### config.mk
export PLATFORM = sky130hd
export DESIGN_NAME = fpes_top
export DESIGN_NICKNAME = d
export VERILOG_FILES = /design/src/hw/fpes_pkg.sv /design/src/hw/fpes_delay.sv /design/src/hw/fpes_read_wait.sv /design/src/hw/fpes_top.sv
export SDC_FILE = /design/constraint.sdc
export NUM_CORES = 1
export LEC_CHECK = 0
export BUFFER_PORTS_ARGS = -buffer_cell sky130_fd_sc_hd__buf_2
export CAP_MARGIN = 30
export CELL_PAD_IN_SITES_DETAIL_PLACEMENT = 1
export CELL_PAD_IN_SITES_GLOBAL_PLACEMENT = 1
export CORE_MARGIN = 2
export CORE_UTILIZATION = 39
export CTS_BUF_LIST = sky130_fd_sc_hd__clkbuf_8
export CTS_CLUSTER_DIAMETER = 100
export DETAILED_ROUTE_END_ITERATION = 8
export GPL_ROUTABILITY_DRIVEN = 0
export GPL_TIMING_DRIVEN = 0
export PLACE_DENSITY = 0.76
export SYNTH_ARGS = -nofsm -noshare
export SYNTH_HDL_FRONTEND = slang
export SYNTH_SLANG_ARGS = --single-unit
### constraint.sdc
create_clock -name ref_clk -period 2.45 [get_ports ref_clk]
set_input_delay 0.49 -clock ref_clk [delete_from_list [all_inputs] [get_ports ref_clk]]
set_output_delay 0.49 -clock ref_clk [all_outputs]
set_load 0.02 [all_outputs]
### src/hw/fpes_pkg.sv
/*
  Constants for the flash program/erase sequencer: register map,
  field positions, reset values and timing counts.
  Assumes a 50 MHz system clock.
*/
package fpes_pkg;
  // ******************************************************************
  // Clock
  // ******************************************************************
  localparam int CLK_MHZ = 50;
  localparam int CLK_NS = 20;
  // ******************************************************************
  // Register map (byte addresses)
  // ******************************************************************
  localparam logic [11:0] ADDR_MODULE_CONTROL = 12'h000;
  localparam logic [11:0] ADDR_ARRAY_CHECK = 12'h004;
  localparam logic [11:0] ADDR_WAIT_STATES = 12'h008;
  localparam logic [11:0] ADDR_IRQ_STATUS = 12'h00c;
  localparam logic [11:0] ADDR_IRQ_MASK = 12'h010;
  localparam logic [11:0] ADDR_TIMEOUT_US = 12'h014;
  // Module control fields
  localparam int MC_GO_BIT = 0;
  localparam int MC_DONE_BIT = 1;
  localparam int MC_ERASE_BIT = 2;
  localparam int MC_BLOCK_BIT = 3;
  localparam int MC_LOWPOWER_BIT = 4;
  localparam int MC_READY_BIT = 5;
  localparam int MC_TIMEOUT_BIT = 6;
  // Array check fields
  localparam int AC_ENABLE_BIT = 0;
  localparam int AC_DONE_BIT = 1;
  localparam int AC_SUSPEND_BIT = 2;
  localparam int AC_BPDIS_BIT = 3;
  localparam int AC_MARGIN_BIT = 4;
  localparam int AC_PROP_BIT = 5;
  localparam int AC_SIZE_LSB = 8;
  // Interrupt status fields
  localparam int IRQ_PE_DONE = 0;
  localparam int IRQ_AC_DONE = 1;
  localparam int IRQ_TIMEOUT = 2;
  localparam int IRQ_READY = 3;
  localparam int IRQ_W = 4;
  localparam logic [3:0] WS_RESET = 4'h1;
  // ******************************************************************
  // Timing (figures in their own unit, counts derived except AC_STOP_CYC and MR_STOP_CYC)
  // ******************************************************************
  localparam int ABORT_MIN_US = 5;
  localparam int ABORT_MAX_US = 22;
  localparam int ABORT_CYC = ABORT_MIN_US * 1000 / CLK_NS + 4;
  localparam int RECOVER_MIN_US = 14;
  localparam int RECOVER_MAX_US = 21;
  localparam int RECOVER_CYC = (RECOVER_MIN_US * 1000 + CLK_NS - 1) / CLK_NS + 7;
  localparam int AC_STOP_CYC = 50;
  localparam int MR_STOP_US = 26;
  localparam int MR_STOP_CYC = 15 + 2;
  localparam int MR_ADDER_US = 40;
  localparam int MR_ADDER_CYC = MR_ADDER_US * 1000 / CLK_NS;
  localparam int PGM_QP_MAX_US = 450;
  localparam int ERS_BLOCK_MAX_MS = 60;
  localparam int TIMEOUT_US_RESET = ERS_BLOCK_MAX_MS * 1000;
  localparam int US_CYC = 1000 / CLK_NS;
  localparam int SEQ_READS_256K = 8192;
  localparam int PROP_READS_256K = 106496;
  typedef enum logic [1:0] {
    FPES_BLK_256K, FPES_BLK_512K, FPES_BLK_1M, FPES_BLK_2M
  } fpes_blk_t;
endpackage

### src/hw/fpes_delay.sv
/*
  Restartable cycle counter that pulses once when a loaded count expires.
  Assumes one clock and synchronous reset.
*/
`timescale 1ns/1ps
`default_nettype none
module fpes_delay #(
  parameter int W = 24
) (
  input wire logic ref_clk,
  input wire logic srst,
  input wire logic load,
  input wire logic [W-1:0] count,
  input wire logic cancel,
  output logic busy,
  output logic expired
);
  logic [W-1:0] cnt_reg;

  // Down counter; load takes priority over cancel
  always_ff @(posedge ref_clk) begin
    if (srst) begin
      cnt_reg <= '0;
      busy <= 1'b0;
      expired <= 1'b0;
    end else begin
      expired <= 1'b0;
      if (load) begin
        cnt_reg <= count;
        busy <= 1'b1;
      end else if (cancel) begin
        busy <= 1'b0;
      end else if (busy) begin
        if (cnt_reg <= W'(1)) begin
          busy <= 1'b0;
          expired <= 1'b1;
        end else begin
          cnt_reg <= cnt_reg - W'(1);
        end
      end
    end
  end
endmodule
`default_nettype wire

### src/hw/fpes_read_wait.sv
/*
  Flash array read path: holds each read for the programmed wait states.
  Assumes the array presents data once addressed and holds it.
*/
`timescale 1ns/1ps
`default_nettype none
module fpes_read_wait (
  input wire logic ref_clk,
  input wire logic srst,
  input wire logic [3:0] read_wait_states,
  input wire logic rd_req,
  input wire logic [31:0] array_rdata,
  output logic rd_valid,
  output logic [31:0] rd_data,
  output logic busy
);
  logic [3:0] ws_reg;

  always_ff @(posedge ref_clk) begin
    if (srst) begin
      ws_reg <= '0;
      busy <= 1'b0;
      rd_valid <= 1'b0;
      rd_data <= 32'h0;
    end else begin
      rd_valid <= 1'b0;
      if (!busy && rd_req) begin
        busy <= 1'b1;
        ws_reg <= read_wait_states;
      end else if (busy) begin
        if (ws_reg == 4'h0) begin
          busy <= 1'b0;
          rd_valid <= 1'b1;
          rd_data <= array_rdata;
        end else begin
          ws_reg <= ws_reg - 4'h1;
        end
      end
    end
  end
endmodule
`default_nettype wire

### src/hw/fpes_top.sv
/*
  Flash program/erase sequencer: go/abort handshake, array checks with suspend and resume,
  low power recovery, operation timeout, wait states, APB slave and a level interrupt.
  Assumes an APB master on ref_clk; array busy levels are synchronised here.
*/
// The register offsets and register access over APB were left to the implementer.
`timescale 1ns/1ps
`default_nettype none
module fpes_top #(
  parameter int ABORT_CYCLES = fpes_pkg::ABORT_CYC,
  parameter int RECOVER_CYCLES = fpes_pkg::RECOVER_CYC,
  parameter int MR_ADDER_CYCLES = fpes_pkg::MR_ADDER_CYC,
  parameter int US_CYCLES = fpes_pkg::US_CYC
) (
  input wire logic ref_clk,
  input wire logic srst,
  input wire logic psel,
  input wire logic penable,
  input wire logic pwrite,
  input wire logic [11:0] paddr,
  input wire logic [31:0] pwdata,
  output logic [31:0] prdata,
  output logic pready,
  output logic pslverr,
  output logic irq,
  output logic op_start,
  output logic op_abort,
  output logic check_start,
  output logic check_stop,
  input wire logic op_busy_i,
  input wire logic check_busy_i,
  input wire logic rd_req,
  input wire logic [31:0] array_rdata,
  output logic rd_valid,
  output logic [31:0] rd_data
);
  import fpes_pkg::*;

  // ******************************************************************
  // Registers
  // ******************************************************************
  logic go_reg, done_reg, erase_reg, block_reg, lowpower_reg, ready_reg, tmo_reg;
  logic en_reg, acdone_reg, sus_reg, bpdis_reg, margin_reg, prop_reg;
  logic [1:0] size_reg;
  logic [3:0] read_wait_states;
  logic [IRQ_W-1:0] stat_reg, mask_reg, ev;
  logic [15:0] tmo_us_reg;
  logic op_active, chk_active;
  logic op_b1, op_b2, op_b3, chk_b1, chk_b2, chk_b3;
  logic wr, rd;
  logic new_go, new_en, new_sus, new_bp;
  logic ab_busy, ab_exp, rc_busy, rc_exp, st_busy, st_exp, to_busy, to_exp;
  logic [5:0] us_div_reg;
  logic us_tick;
  logic [15:0] us_cnt_reg;
  assign wr = psel && penable && pwrite;
  assign rd = psel && penable && !pwrite;
  assign new_go = pwdata[MC_GO_BIT];
  assign new_en = pwdata[AC_ENABLE_BIT];
  assign new_sus = pwdata[AC_SUSPEND_BIT];
  assign new_bp = pwdata[AC_BPDIS_BIT];

  // Busy crosses via two flops; a third keeps history for the fall
  always_ff @(posedge ref_clk) begin
    if (srst) begin
      op_b1 <= 1'b0;
      op_b2 <= 1'b0;
      chk_b1 <= 1'b0;
      chk_b2 <= 1'b0;
      op_b3 <= 1'b0;
      chk_b3 <= 1'b0;
    end else begin
      op_b1 <= op_busy_i;
      op_b2 <= op_b1;
      op_b3 <= op_b2;
      chk_b1 <= check_busy_i;
      chk_b2 <= chk_b1;
      chk_b3 <= chk_b2;
    end
  end

  // ******************************************************************
  // Program/erase handshake
  // ******************************************************************
  wire go_rise = wr && paddr == ADDR_MODULE_CONTROL && new_go && !go_reg && ready_reg;
  wire go_fall = wr && paddr == ADDR_MODULE_CONTROL && !new_go && go_reg;
  wire op_complete = op_active && !ab_busy && !op_b2 && op_b3;
  always_ff @(posedge ref_clk) begin
    if (srst) begin
      go_reg <= 1'b0;
      done_reg <= 1'b1;
      op_active <= 1'b0;
      erase_reg <= 1'b0;
      block_reg <= 1'b0;
      lowpower_reg <= 1'b0;
      op_start <= 1'b0;
      op_abort <= 1'b0;
    end else begin
      op_start <= go_rise;
      op_abort <= go_fall && op_active;
      if (wr && paddr == ADDR_MODULE_CONTROL) begin
        go_reg <= new_go && (ready_reg || go_reg);
        lowpower_reg <= pwdata[MC_LOWPOWER_BIT];
        if (!op_active) begin
          erase_reg <= pwdata[MC_ERASE_BIT];
          block_reg <= pwdata[MC_BLOCK_BIT];
        end
      end
      if (go_rise) begin
        done_reg <= 1'b0;
        op_active <= 1'b1;
      end else if (ab_exp || op_complete || to_exp) begin
        done_reg <= 1'b1;
        op_active <= 1'b0;
      end
    end
  end
  fpes_delay #(.W(24)) u_abort (
    .ref_clk(ref_clk), .srst(srst),
    .load(go_fall && op_active), .count(24'(ABORT_CYCLES)),
    .cancel(go_rise), .busy(ab_busy), .expired(ab_exp)
  );

  // ******************************************************************
  // Microsecond tick and operation timeout
  // ******************************************************************
  // One-cycle enable each microsecond
  always_ff @(posedge ref_clk) begin
    if (srst) begin
      us_div_reg <= '0;
      us_tick <= 1'b0;
    end else begin
      us_tick <= us_div_reg == 6'(US_CYCLES - 1);
      us_div_reg <= (us_div_reg == 6'(US_CYCLES - 1)) ? 6'h0 : us_div_reg + 6'h1;
    end
  end

  always_ff @(posedge ref_clk) begin
    if (srst) begin
      tmo_us_reg <= 16'(TIMEOUT_US_RESET);
    end else if (wr && paddr == ADDR_TIMEOUT_US) begin
      tmo_us_reg <= (pwdata[15:0] < 16'(PGM_QP_MAX_US)) ? 16'(PGM_QP_MAX_US) : pwdata[15:0];
    end
  end

  always_ff @(posedge ref_clk) begin
    if (srst) begin
      us_cnt_reg <= '0;
      to_busy <= 1'b0;
      to_exp <= 1'b0;
      tmo_reg <= 1'b0;
    end else begin
      to_exp <= 1'b0;
      if (go_rise) begin
        us_cnt_reg <= tmo_us_reg;
        to_busy <= 1'b1;
        tmo_reg <= 1'b0;
      end else if (!op_active || ab_busy) begin
        to_busy <= 1'b0;
      end else if (to_busy && us_tick) begin
        if (us_cnt_reg <= 16'h1) begin
          to_busy <= 1'b0;
          to_exp <= 1'b1;
          tmo_reg <= 1'b1;
        end else begin
          us_cnt_reg <= us_cnt_reg - 16'h1;
        end
      end
    end
  end

  // ******************************************************************
  // Low power recovery
  // ******************************************************************
  wire lp_exit = wr && paddr == ADDR_MODULE_CONTROL && lowpower_reg && !pwdata[MC_LOWPOWER_BIT];
  always_ff @(posedge ref_clk) begin
    if (srst) begin
      ready_reg <= 1'b1;
    end else if (wr && paddr == ADDR_MODULE_CONTROL && pwdata[MC_LOWPOWER_BIT]) begin
      ready_reg <= 1'b0;
    end else if (rc_exp) begin
      ready_reg <= 1'b1;
    end
  end

  fpes_delay #(.W(16)) u_recover (
    .ref_clk(ref_clk), .srst(srst),
    .load(lp_exit), .count(16'(RECOVER_CYCLES)),
    .cancel(1'b0), .busy(rc_busy), .expired(rc_exp)
  );

  // ******************************************************************
  // Array check: start, resume, abort, suspend
  // ******************************************************************
  wire ac_wr = wr && paddr == ADDR_ARRAY_CHECK;
  wire ac_start = ac_wr && new_en && !en_reg;
  wire ac_resume = ac_wr && en_reg && ((sus_reg && !new_sus) || (bpdis_reg && !new_bp));
  wire ac_stop = ac_wr && chk_active && ((en_reg && !new_en) || (!sus_reg && new_sus));
  wire ac_finish = chk_active && !st_busy && !chk_b2 && chk_b3;
  wire [23:0] stop_cyc = margin_reg ? 24'(MR_STOP_CYC) : 24'(AC_STOP_CYC - 4);
  always_ff @(posedge ref_clk) begin
    if (srst) begin
      en_reg <= 1'b0;
      sus_reg <= 1'b0;
      bpdis_reg <= 1'b0;
      margin_reg <= 1'b0;
      prop_reg <= 1'b0;
      size_reg <= 2'h0;
      acdone_reg <= 1'b1;
      chk_active <= 1'b0;
      check_start <= 1'b0;
      check_stop <= 1'b0;
    end else begin
      check_start <= ac_start || ac_resume;
      check_stop <= ac_stop;
      if (ac_wr) begin
        en_reg <= new_en;
        sus_reg <= new_sus;
        bpdis_reg <= new_bp;
        if (!chk_active) begin
          margin_reg <= pwdata[AC_MARGIN_BIT];
          prop_reg <= pwdata[AC_PROP_BIT];
          size_reg <= pwdata[AC_SIZE_LSB +: 2];
        end
      end
      if (ac_start || ac_resume) begin
        acdone_reg <= 1'b0;
        chk_active <= 1'b1;
      end else if (st_exp || ac_finish) begin
        acdone_reg <= 1'b1;
        chk_active <= 1'b0;
      end
    end
  end

  fpes_delay #(.W(24)) u_stop (
    .ref_clk(ref_clk), .srst(srst),
    .load(ac_stop), .count(stop_cyc),
    .cancel(ac_start || ac_resume), .busy(st_busy), .expired(st_exp)
  );

  // ******************************************************************
  // Read path
  // ******************************************************************
  // reads stretched by wait states
  fpes_read_wait u_read (
    .ref_clk(ref_clk), .srst(srst),
    .read_wait_states(read_wait_states), .rd_req(rd_req),
    .array_rdata(array_rdata), .rd_valid(rd_valid), .rd_data(rd_data),
    .busy()
  );

  // field holds settings up to fifteen
  always_ff @(posedge ref_clk) begin
    if (srst) begin
      read_wait_states <= WS_RESET;
    end else if (wr && paddr == ADDR_WAIT_STATES) begin
      read_wait_states <= pwdata[3:0];
    end
  end

  // ******************************************************************
  // Interrupts: sticky status, read clears, set wins
  // ******************************************************************
  assign ev = {rc_exp, to_exp, (st_exp || ac_finish), (ab_exp || op_complete || to_exp)};

  always_ff @(posedge ref_clk) begin
    if (srst) begin
      stat_reg <= '0;
      mask_reg <= '0;
      irq <= 1'b0;
    end else begin
      stat_reg <= ((rd && paddr == ADDR_IRQ_STATUS) ? '0 : stat_reg) | ev;
      if (wr && paddr == ADDR_IRQ_MASK) begin
        mask_reg <= pwdata[IRQ_W-1:0];
      end
      irq <= |((((rd && paddr == ADDR_IRQ_STATUS) ? '0 : stat_reg) | ev) & mask_reg);
    end
  end

  // ******************************************************************
  // APB slave: zero wait states, error on unmapped address
  // ******************************************************************
  logic [31:0] rdata_next;
  logic hit;
  // Read mux
  always_comb begin
    rdata_next = 32'h0;
    hit = 1'b1;
    case (paddr)
      ADDR_MODULE_CONTROL: rdata_next = 32'({tmo_reg, ready_reg, lowpower_reg, block_reg,
                                              erase_reg, done_reg, go_reg});
      ADDR_ARRAY_CHECK: rdata_next = {22'h0, size_reg, 2'h0, prop_reg, margin_reg,
                                      bpdis_reg, sus_reg, acdone_reg, en_reg};
      ADDR_WAIT_STATES: rdata_next = {28'h0, read_wait_states};
      ADDR_IRQ_STATUS: rdata_next = 32'(stat_reg);
      ADDR_IRQ_MASK: rdata_next = 32'(mask_reg);
      ADDR_TIMEOUT_US: rdata_next = {16'h0, tmo_us_reg};
      default: hit = 1'b0;
    endcase
  end

  // Answer in the setup cycle's following edge so access sees pready high
  always_ff @(posedge ref_clk) begin
    if (srst) begin
      prdata <= 32'h0;
      pready <= 1'b0;
      pslverr <= 1'b0;
    end else begin
      pready <= psel && !penable;
      pslverr <= psel && !penable && !hit;
      if (psel && !penable && !pwrite) begin
        prdata <= rdata_next;
      end
    end
  end

  // ******************************************************************
  // Checks
  // ******************************************************************
  done_clear_a: assert property (@(posedge ref_clk) disable iff (srst)
    go_rise |=> !done_reg && op_active) else $error("done not cleared on start");
  abort_time_a: assert property (@(posedge ref_clk) disable iff (srst)
    (go_fall && op_active) |=> !done_reg [*8]) else $error("abort done too early");
  recover_a: assert property (@(posedge ref_clk) disable iff (srst)
    lp_exit |=> !ready_reg [*8]) else $error("ready before recovery");
  chk_start_a: assert property (@(posedge ref_clk) disable iff (srst)
    ac_start |=> !acdone_reg) else $error("check done not cleared");
  chk_resume_a: assert property (@(posedge ref_clk) disable iff (srst)
    ac_resume |=> !acdone_reg && chk_active) else $error("resume did not clear done");
  ai_stop_a: assert property (@(posedge ref_clk) disable iff (srst)
    (ac_stop && !margin_reg) |-> ##[1:50] acdone_reg) else $error("integrity stop late");
  mr_stop_a: assert property (@(posedge ref_clk) disable iff (srst)
    (ac_stop && margin_reg) |-> ##[1:40] acdone_reg) else $error("margin stop late");
  tmo_floor_a: assert property (@(posedge ref_clk) disable iff (srst)
    tmo_us_reg >= 16'(PGM_QP_MAX_US)) else $error("timeout below program time");
  op_cov: cover property (@(posedge ref_clk) go_rise ##[1:1000] ab_exp);
  chk_cov: cover property (@(posedge ref_clk) ac_start ##[1:1000] st_exp);
  lp_cov: cover property (@(posedge ref_clk) lp_exit ##[1:1000] rc_exp);
endmodule
`default_nettype wire

# Word level (Yosys, flattened, before mapping)
# Index checks and enable logic that the tools add are counted.
# Widths: inputs -> output; s select.
[totals]
output_inout_bits = 72
reg_bits = 223
[op_classes]
add_sub_neg = 6
magnitude_cmp = 5
mux = 56
n_bitwise = 14
n_reduce_logical = 99
n_eq_ne = 14
[ops]
columns = ["operator", "count"]
rows = [
  ["$mux 24", 4],
  ["$pmux 16 s6", 1],
  ["$mux 16", 5],
  ["$le 24x1->1 const B", 2],
  ["$sub 24x1->24 const B", 2],
  ["$logic_and 1x1->1", 40],
  ["$mux 1", 34],
  ["$le 16x1->1 const B", 2],
  ["$mux 8", 4],
  ["$sub 16x1->16 const B", 2],
  ["$mux 10", 3],
  ["$eq 12x4->1 const B", 2],
  ["$eq 12x5->1 const B", 2],
  ["$reduce_and 3->1", 6],
  ["$logic_not 1->1", 16],
  ["$lt 16x9->1 const B", 1],
  ["$mux 4", 4],
  ["$reduce_bool 2->1", 8],
  ["$reduce_or 4->1", 4],
  ["$eq 12x3->1 const B", 1],
  ["$logic_not 12->1", 1],
  ["$not 1->1", 12],
  ["$reduce_and 2->1", 6],
  ["$ne 2x2->1 const B", 5],
  ["13 further kinds", 27],
]

# Logic depth before layout (Yosys ltp)
[depth]
depth_word = 9
depth_mapped = 9
mapped_depth_nobuf = 8

# By module
# From an unflattened synthesis, not the netlist that was laid out.
[hier_totals]
hier_cells = 1233
area_unflattened_um2 = 10598.9
[by_module_without_submodules]
columns = ["mod", "area_each_um2", "cells_each", "instances", "seq_area_each_um2"]
rows = [
  ["fpes_top", 4510.6, 516, 1, 1981.9],
  ["fpes_delay at u_abort ...", 1780.5, 207, 2, 520.5],
  ["fpes_read_wait", 1437.6, 179, 1, 760.7],
  ["fpes_delay at u_recover", 1089.8, 124, 1, 360.3],
]

# Least setup slack after synthesis
# Ideal clock, no wire load.
[synth_path]
path_kind = "input port to flip-flop"
from = "input paddr[9]"
to = "register tmo_us_reg[12]"
path_slack_ns = -0.186
setup_time_ns = 0.128
arrival_ns = 2.508
t_required_ns = 2.322
cell_stages = 8
cell_sequence = "or4_4 -> or4_4 -> buf_6 -> or3_4 -> buf_6 -> buf_6 -> a22oi_1 -> nor2_1"
[synth_via]
elab_chain_cells = 2
[synth_lines]
columns = ["item", "line", "text"]
rows = [
  ["from (decl)", "fpes_top.sv:20", "input wire logic [11:0] paddr,"],
  ["$eq 12x5->1", "fpes_top.sv:141", "end else if (wr && paddr == ADDR_TIMEOUT_US) begin"],
  ["$logic_and 1x1->1", "fpes_top.sv:141", ""],
  ["to (signal assigned)", "fpes_top.sv:140", "tmo_us_reg <= 16'(TIMEOUT_US_RESET);"],
  ["to (signal assigned)", "fpes_top.sv:142", "tmo_us_reg <= (pwdata[15:0] < 16'(PGM_QP_MAX_US)) ? 16'(PGM_QP_MAX_US) : pwdata[15:0];"],
  ["to (decl)", "fpes_top.sv:47", "logic [15:0] tmo_us_reg;"],
]
# Every way passes these cells.
# A chain may end at the register's enable or synchronous reset.

# Worst setup path in the final report
[layout_path]
from = "input paddr[10]"
to = "register u_stop.cnt_reg[14]"
[layout_via]
elab_chain_cells = 7
word_cells_on_any_way = 14
classes_between = "3 x eq/ne; 1 x mux; 10 x reduce/logical"
[layout_lines]
columns = ["item", "line", "text"]
rows = [
  ["$eq 12x3->1 *", "fpes_top.sv:195", "wire ac_wr = wr && paddr == ADDR_ARRAY_CHECK;"],
  ["$logic_and 1x1->1 *", "fpes_top.sv:195", ""],
  ["$logic_and 1x1->1 (on tied branches) (2 in a row)", "fpes_top.sv:196, fpes_top.sv:197", ""],
  ["$logic_or 1x1->1", "fpes_top.sv:239", ".cancel(ac_start || ac_resume), .busy(st_busy), .expired(st_exp)"],
  ["$ne 2x2->1 (no line)", "--", ""],
  ["$reduce_and 3->1 (no line)", "--", ""],
  ["to (signal assigned)", "fpes_delay.sv:29", "cnt_reg <= count;"],
  ["to (signal assigned)", "fpes_delay.sv:38", "cnt_reg <= cnt_reg - W'(1);"],
  ["to (decl)", "fpes_delay.sv:18", "logic [W-1:0] cnt_reg;"],
]
# Every way passes the cells marked *; elsewhere a longest branch is shown, timed or not.

==> flow_summary.yaml <==
status:
  status: "finished, final reports clean"
timing:
  period_minus_slack_ps: 2338
  setup_violations: 0
  fin_worst_skew_ps: 17.16
  slew_headroom: 0.3262
  fin_crit_sh: 0.9543
  final.hold.worst_slack_ps: 185.0
  least_margin_pin_slew_ps: 1002
  report.final.slew_viol_count: 0
  report.final.hold_viol_count: 0
  achievable-frequency_mhz: 427.7
  final.setup.worst_slack_ps: 111.9
die:
  floorplan.die_area_um2: 24750
  boundaryPins: 156
  die_height_um: 157.3
  rows: 56
  floorplan.die.width_um: 157.3
  floorplan.core_area_um2: 23260
  initial_utilization: 0.3941
power_and_ir_drop:
  power_switching_share: 0.2433
  leakagePower_nw: 4.594
  fin_total_pwr_mw: 7.648
  cell_internal_pwr_mw: 5.787
  power.net_switching_mw: 1.861
  p_clk_frac: 0.477
  pwr-share-seq: 0.452
  peakVddDrop_mv: 0.4244
  power.share.combinational: 0.071
  cellPowerDensity_nw_per_um2: 670.9
worst_setup_path:
  worst-endpoint-arrival_ps: 2760
  critPathLaunchType: "input port"
  path_class: "input port to register"
  crit_path_start: "paddr[10]"
  crit_required_ps: 2870
  path_max_fanout: 10
  worstSetupEndpointType: "register"
  regToRegStartpoint: "u_abort.cnt_reg[5]$_SDFFE_PP0P_"
final_layout:
  final_cell_mix: "sky130_fd_sc_hd__dfxtp_1, sky130_fd_sc_hd__nor2_1, sky130_fd_sc_hd__buf_2"
  finish.instance_area_um2: 11400
  fraction_of_layout_instances_using_a_drive_strength_above_1: 0.2225
  utilization: 0.4900
  syn_to_final_growth_pct: 24.35
  antenna_cells_inserted: 0
  largest_register_ff_count: 32
  most_frequent_standard_cell_in_the_layout_excluding_fill_and_tap_cells: "sky130_fd_sc_hd__dfxtp_1"
  finalNetCount: 1365
yosys:
  number_of_distinct_library_cells_after_synthesis: 69
  synth-async-reset-ratio: 0
  syn-instance-count: 1093
  dominantRegCellSynth: "sky130_fd_sc_hd__dfxtp_1"
  synth.yosys.seq_area_share: 0.4520
  yosys_register_bits: 207
  yosys_warnings: 0
  edff_count_synth: 0
  average_instance_area_after_synthesis_um2: 8.388
  syn_area_um2: 9168
placed_design:
  dpl_worst_slack_ps: -840.6
  place.detailed.hpwl_mm: 19.66
  buffer_ports.inserted: 120
  placement.cell_area_um2: 10280
cts:
  insertion_delay_ps: 530
  cts_num_sinks: 207
  cts_tree: "yes"
  clk_transition_reported_paths_ps: 50
  ctsRootBufferMaster: "sky130_fd_sc_hd__clkbuf_8"
  htree_levels: 2
  holdBufCountCts: 0
  cts-buffers-inserted: 38
  ctsLongestPathBuffers: 3
drt:
  vias_per_cell: 5.243
  total_length_of_routed_wires_mm: 27.54
  detailed_route_via_count: 8483
  route.detailed.drc: 0
  drt_pre_antenna_iters: 5
  drt-wirelength-per-cell_um: 17.02
  detail-route-antenna-nets: 0
  drt_first_iter_violations: 351
global_routing:
  globalRouteTotalUtil: 0.2196
  gr-total-overflow: 0
  antenna_found_initial: 0
  grt_pass1_wl_mm: 43.71
  grt_start_max_net_pins: 11
  first_global_vias: 8658
hold_path:
  worstHoldPathType: "input port to register"
  hold_path.startpoint: "op_busy_i"
job:
  drv_cap: 0
-- worst paths after layout --
| check | endpoint | slack (ps) | depth (start not counted) |
|---|---|---|---|
| setup / recovery | u_stop.cnt_reg[14]$_SDFFE_PP0P_ | 110 | 9 |
| hold / removal | op_b1$_SDFF_PP0_ | 190 | 2 |
| setup reg to reg | u_abort.cnt_reg[2]$_SDFFE_PP0P_ | 120 | 6 |
| hold reg to reg | op_b2$_SDFF_PP0_ | 450 | 1 |
-- area by class of cell --
cell class	instances	area, µm²
fill	2847	11860
multi-input combinational	806	4873
sequential	207	4148
clock buffer	51	701.9
timing repair buffer	126	645.6
tap	319	399.1
buffer	70	392.9
clock inverter	18	160.2
inverter	21	78.83
-- cells by family (layout without fill, tap and decap cells) --
family                   after synthesis  count (layout)  share of synthesized area
buffers and inverters                 95             286                    0.04927
XOR/XNOR                              75              75                    0.07165
multiplexers                          19              19                    0.02388
AND/OR/NAND/NOR                      509             509                     0.2683
adder cells (fa/ha/maj)               11              11                    0.01501
AO/OA/AOI/OAI                        176             176                     0.1194
flip-flops                           207             207                     0.4520
other                                  1              16                  0.0004091
-- stage by stage --
step                TNS, ps  instances
finish                    0       1618
detailed placement   -65530       1547
CTS                       0       1614
floorplan             -2456       1108
global placement     -61520       1547
global route         -168.6       1618
-- cells in the mapped netlist (5+ instances only) --
master                     number  share of area
sky130_fd_sc_hd__clkbuf_1      42          0.017
sky130_fd_sc_hd__nor4b_1        5         0.0048
sky130_fd_sc_hd__buf_2         10         0.0055
sky130_fd_sc_hd__or4_1         15          0.012
sky130_fd_sc_hd__a31oi_1        6         0.0041
sky130_fd_sc_hd__inv_1         21         0.0086
sky130_fd_sc_hd__buf_4         16          0.013
sky130_fd_sc_hd__nand3b_1       5         0.0041
sky130_fd_sc_hd__xnor2_1       37          0.035
sky130_fd_sc_hd__nand3_1       37          0.020
sky130_fd_sc_hd__o21ai_0       18         0.0098
sky130_fd_sc_hd__xor2_1        38          0.036
sky130_fd_sc_hd__nor2_1       168          0.069
sky130_fd_sc_hd__or3_1         14         0.0096
sky130_fd_sc_hd__nor3_1        51          0.028
sky130_fd_sc_hd__ha_1          11          0.015
sky130_fd_sc_hd__a21oi_1       86          0.047
sky130_fd_sc_hd__nand4_1       12         0.0082
sky130_fd_sc_hd__or2_2          9         0.0061
sky130_fd_sc_hd__a22oi_1       17          0.014
sky130_fd_sc_hd__nand4b_1       5         0.0048
sky130_fd_sc_hd__nand2b_1       7         0.0048
sky130_fd_sc_hd__mux2i_1       14          0.015
sky130_fd_sc_hd__dfxtp_1      207           0.45
sky130_fd_sc_hd__nand2_1      119          0.049
sky130_fd_sc_hd__a211oi_1      17          0.014
sky130_fd_sc_hd__and3_1         8         0.0055
sky130_fd_sc_hd__nor2b_1       11         0.0075
sky130_fd_sc_hd__nor4_1        28          0.019
-- power groups by stage --
| stage | clock, mW | sequential (mW) | combinational (mW) |
|---|---|---|---|
| after floorplan | 0 | 3.58 | 0.270 |
| after global placement | 0 | 3.53 | 0.532 |
| after detailed placement | 0 | 3.53 | 0.540 |
| after CTS | 3.75 | 3.46 | 0.544 |
| after global routing | 3.90 | 3.46 | 0.597 |
| final | 3.65 | 3.46 | 0.542 |
-- repair_timing --
action / CTS / global route
buffers inserted: 0 / 5
pin swaps: 1 / 4
cloned: 1 / 0
resized for setup: 17 / 37
endpoints found under the setup margin: 70 / 71
-- critical path, cell delays in order --
cell and delay [ps]:
sky130_fd_sc_hd__buf_2 90, sky130_fd_sc_hd__or4_4 580, sky130_fd_sc_hd__nor4_4 390, sky130_fd_sc_hd__clkbuf_4 290
sky130_fd_sc_hd__nand4_1 120, sky130_fd_sc_hd__buf_2 210, sky130_fd_sc_hd__nand2_2 240, sky130_fd_sc_hd__clkbuf_4 270
sky130_fd_sc_hd__nor2_1 60
-- metal layers --
metal | up-vias | routed length, µm | GRT usage
li1 | 4150 | - | -
met1 | 4084 | 12350 | 0.2810
met2 | 190 | 13030 | 0.3689
met3 | 59 | 1413 | 0.04157
met4 | 0 | 743 | 0.07922
met5 | - | 0 | 0
Power figures use the tool's default switching activity.
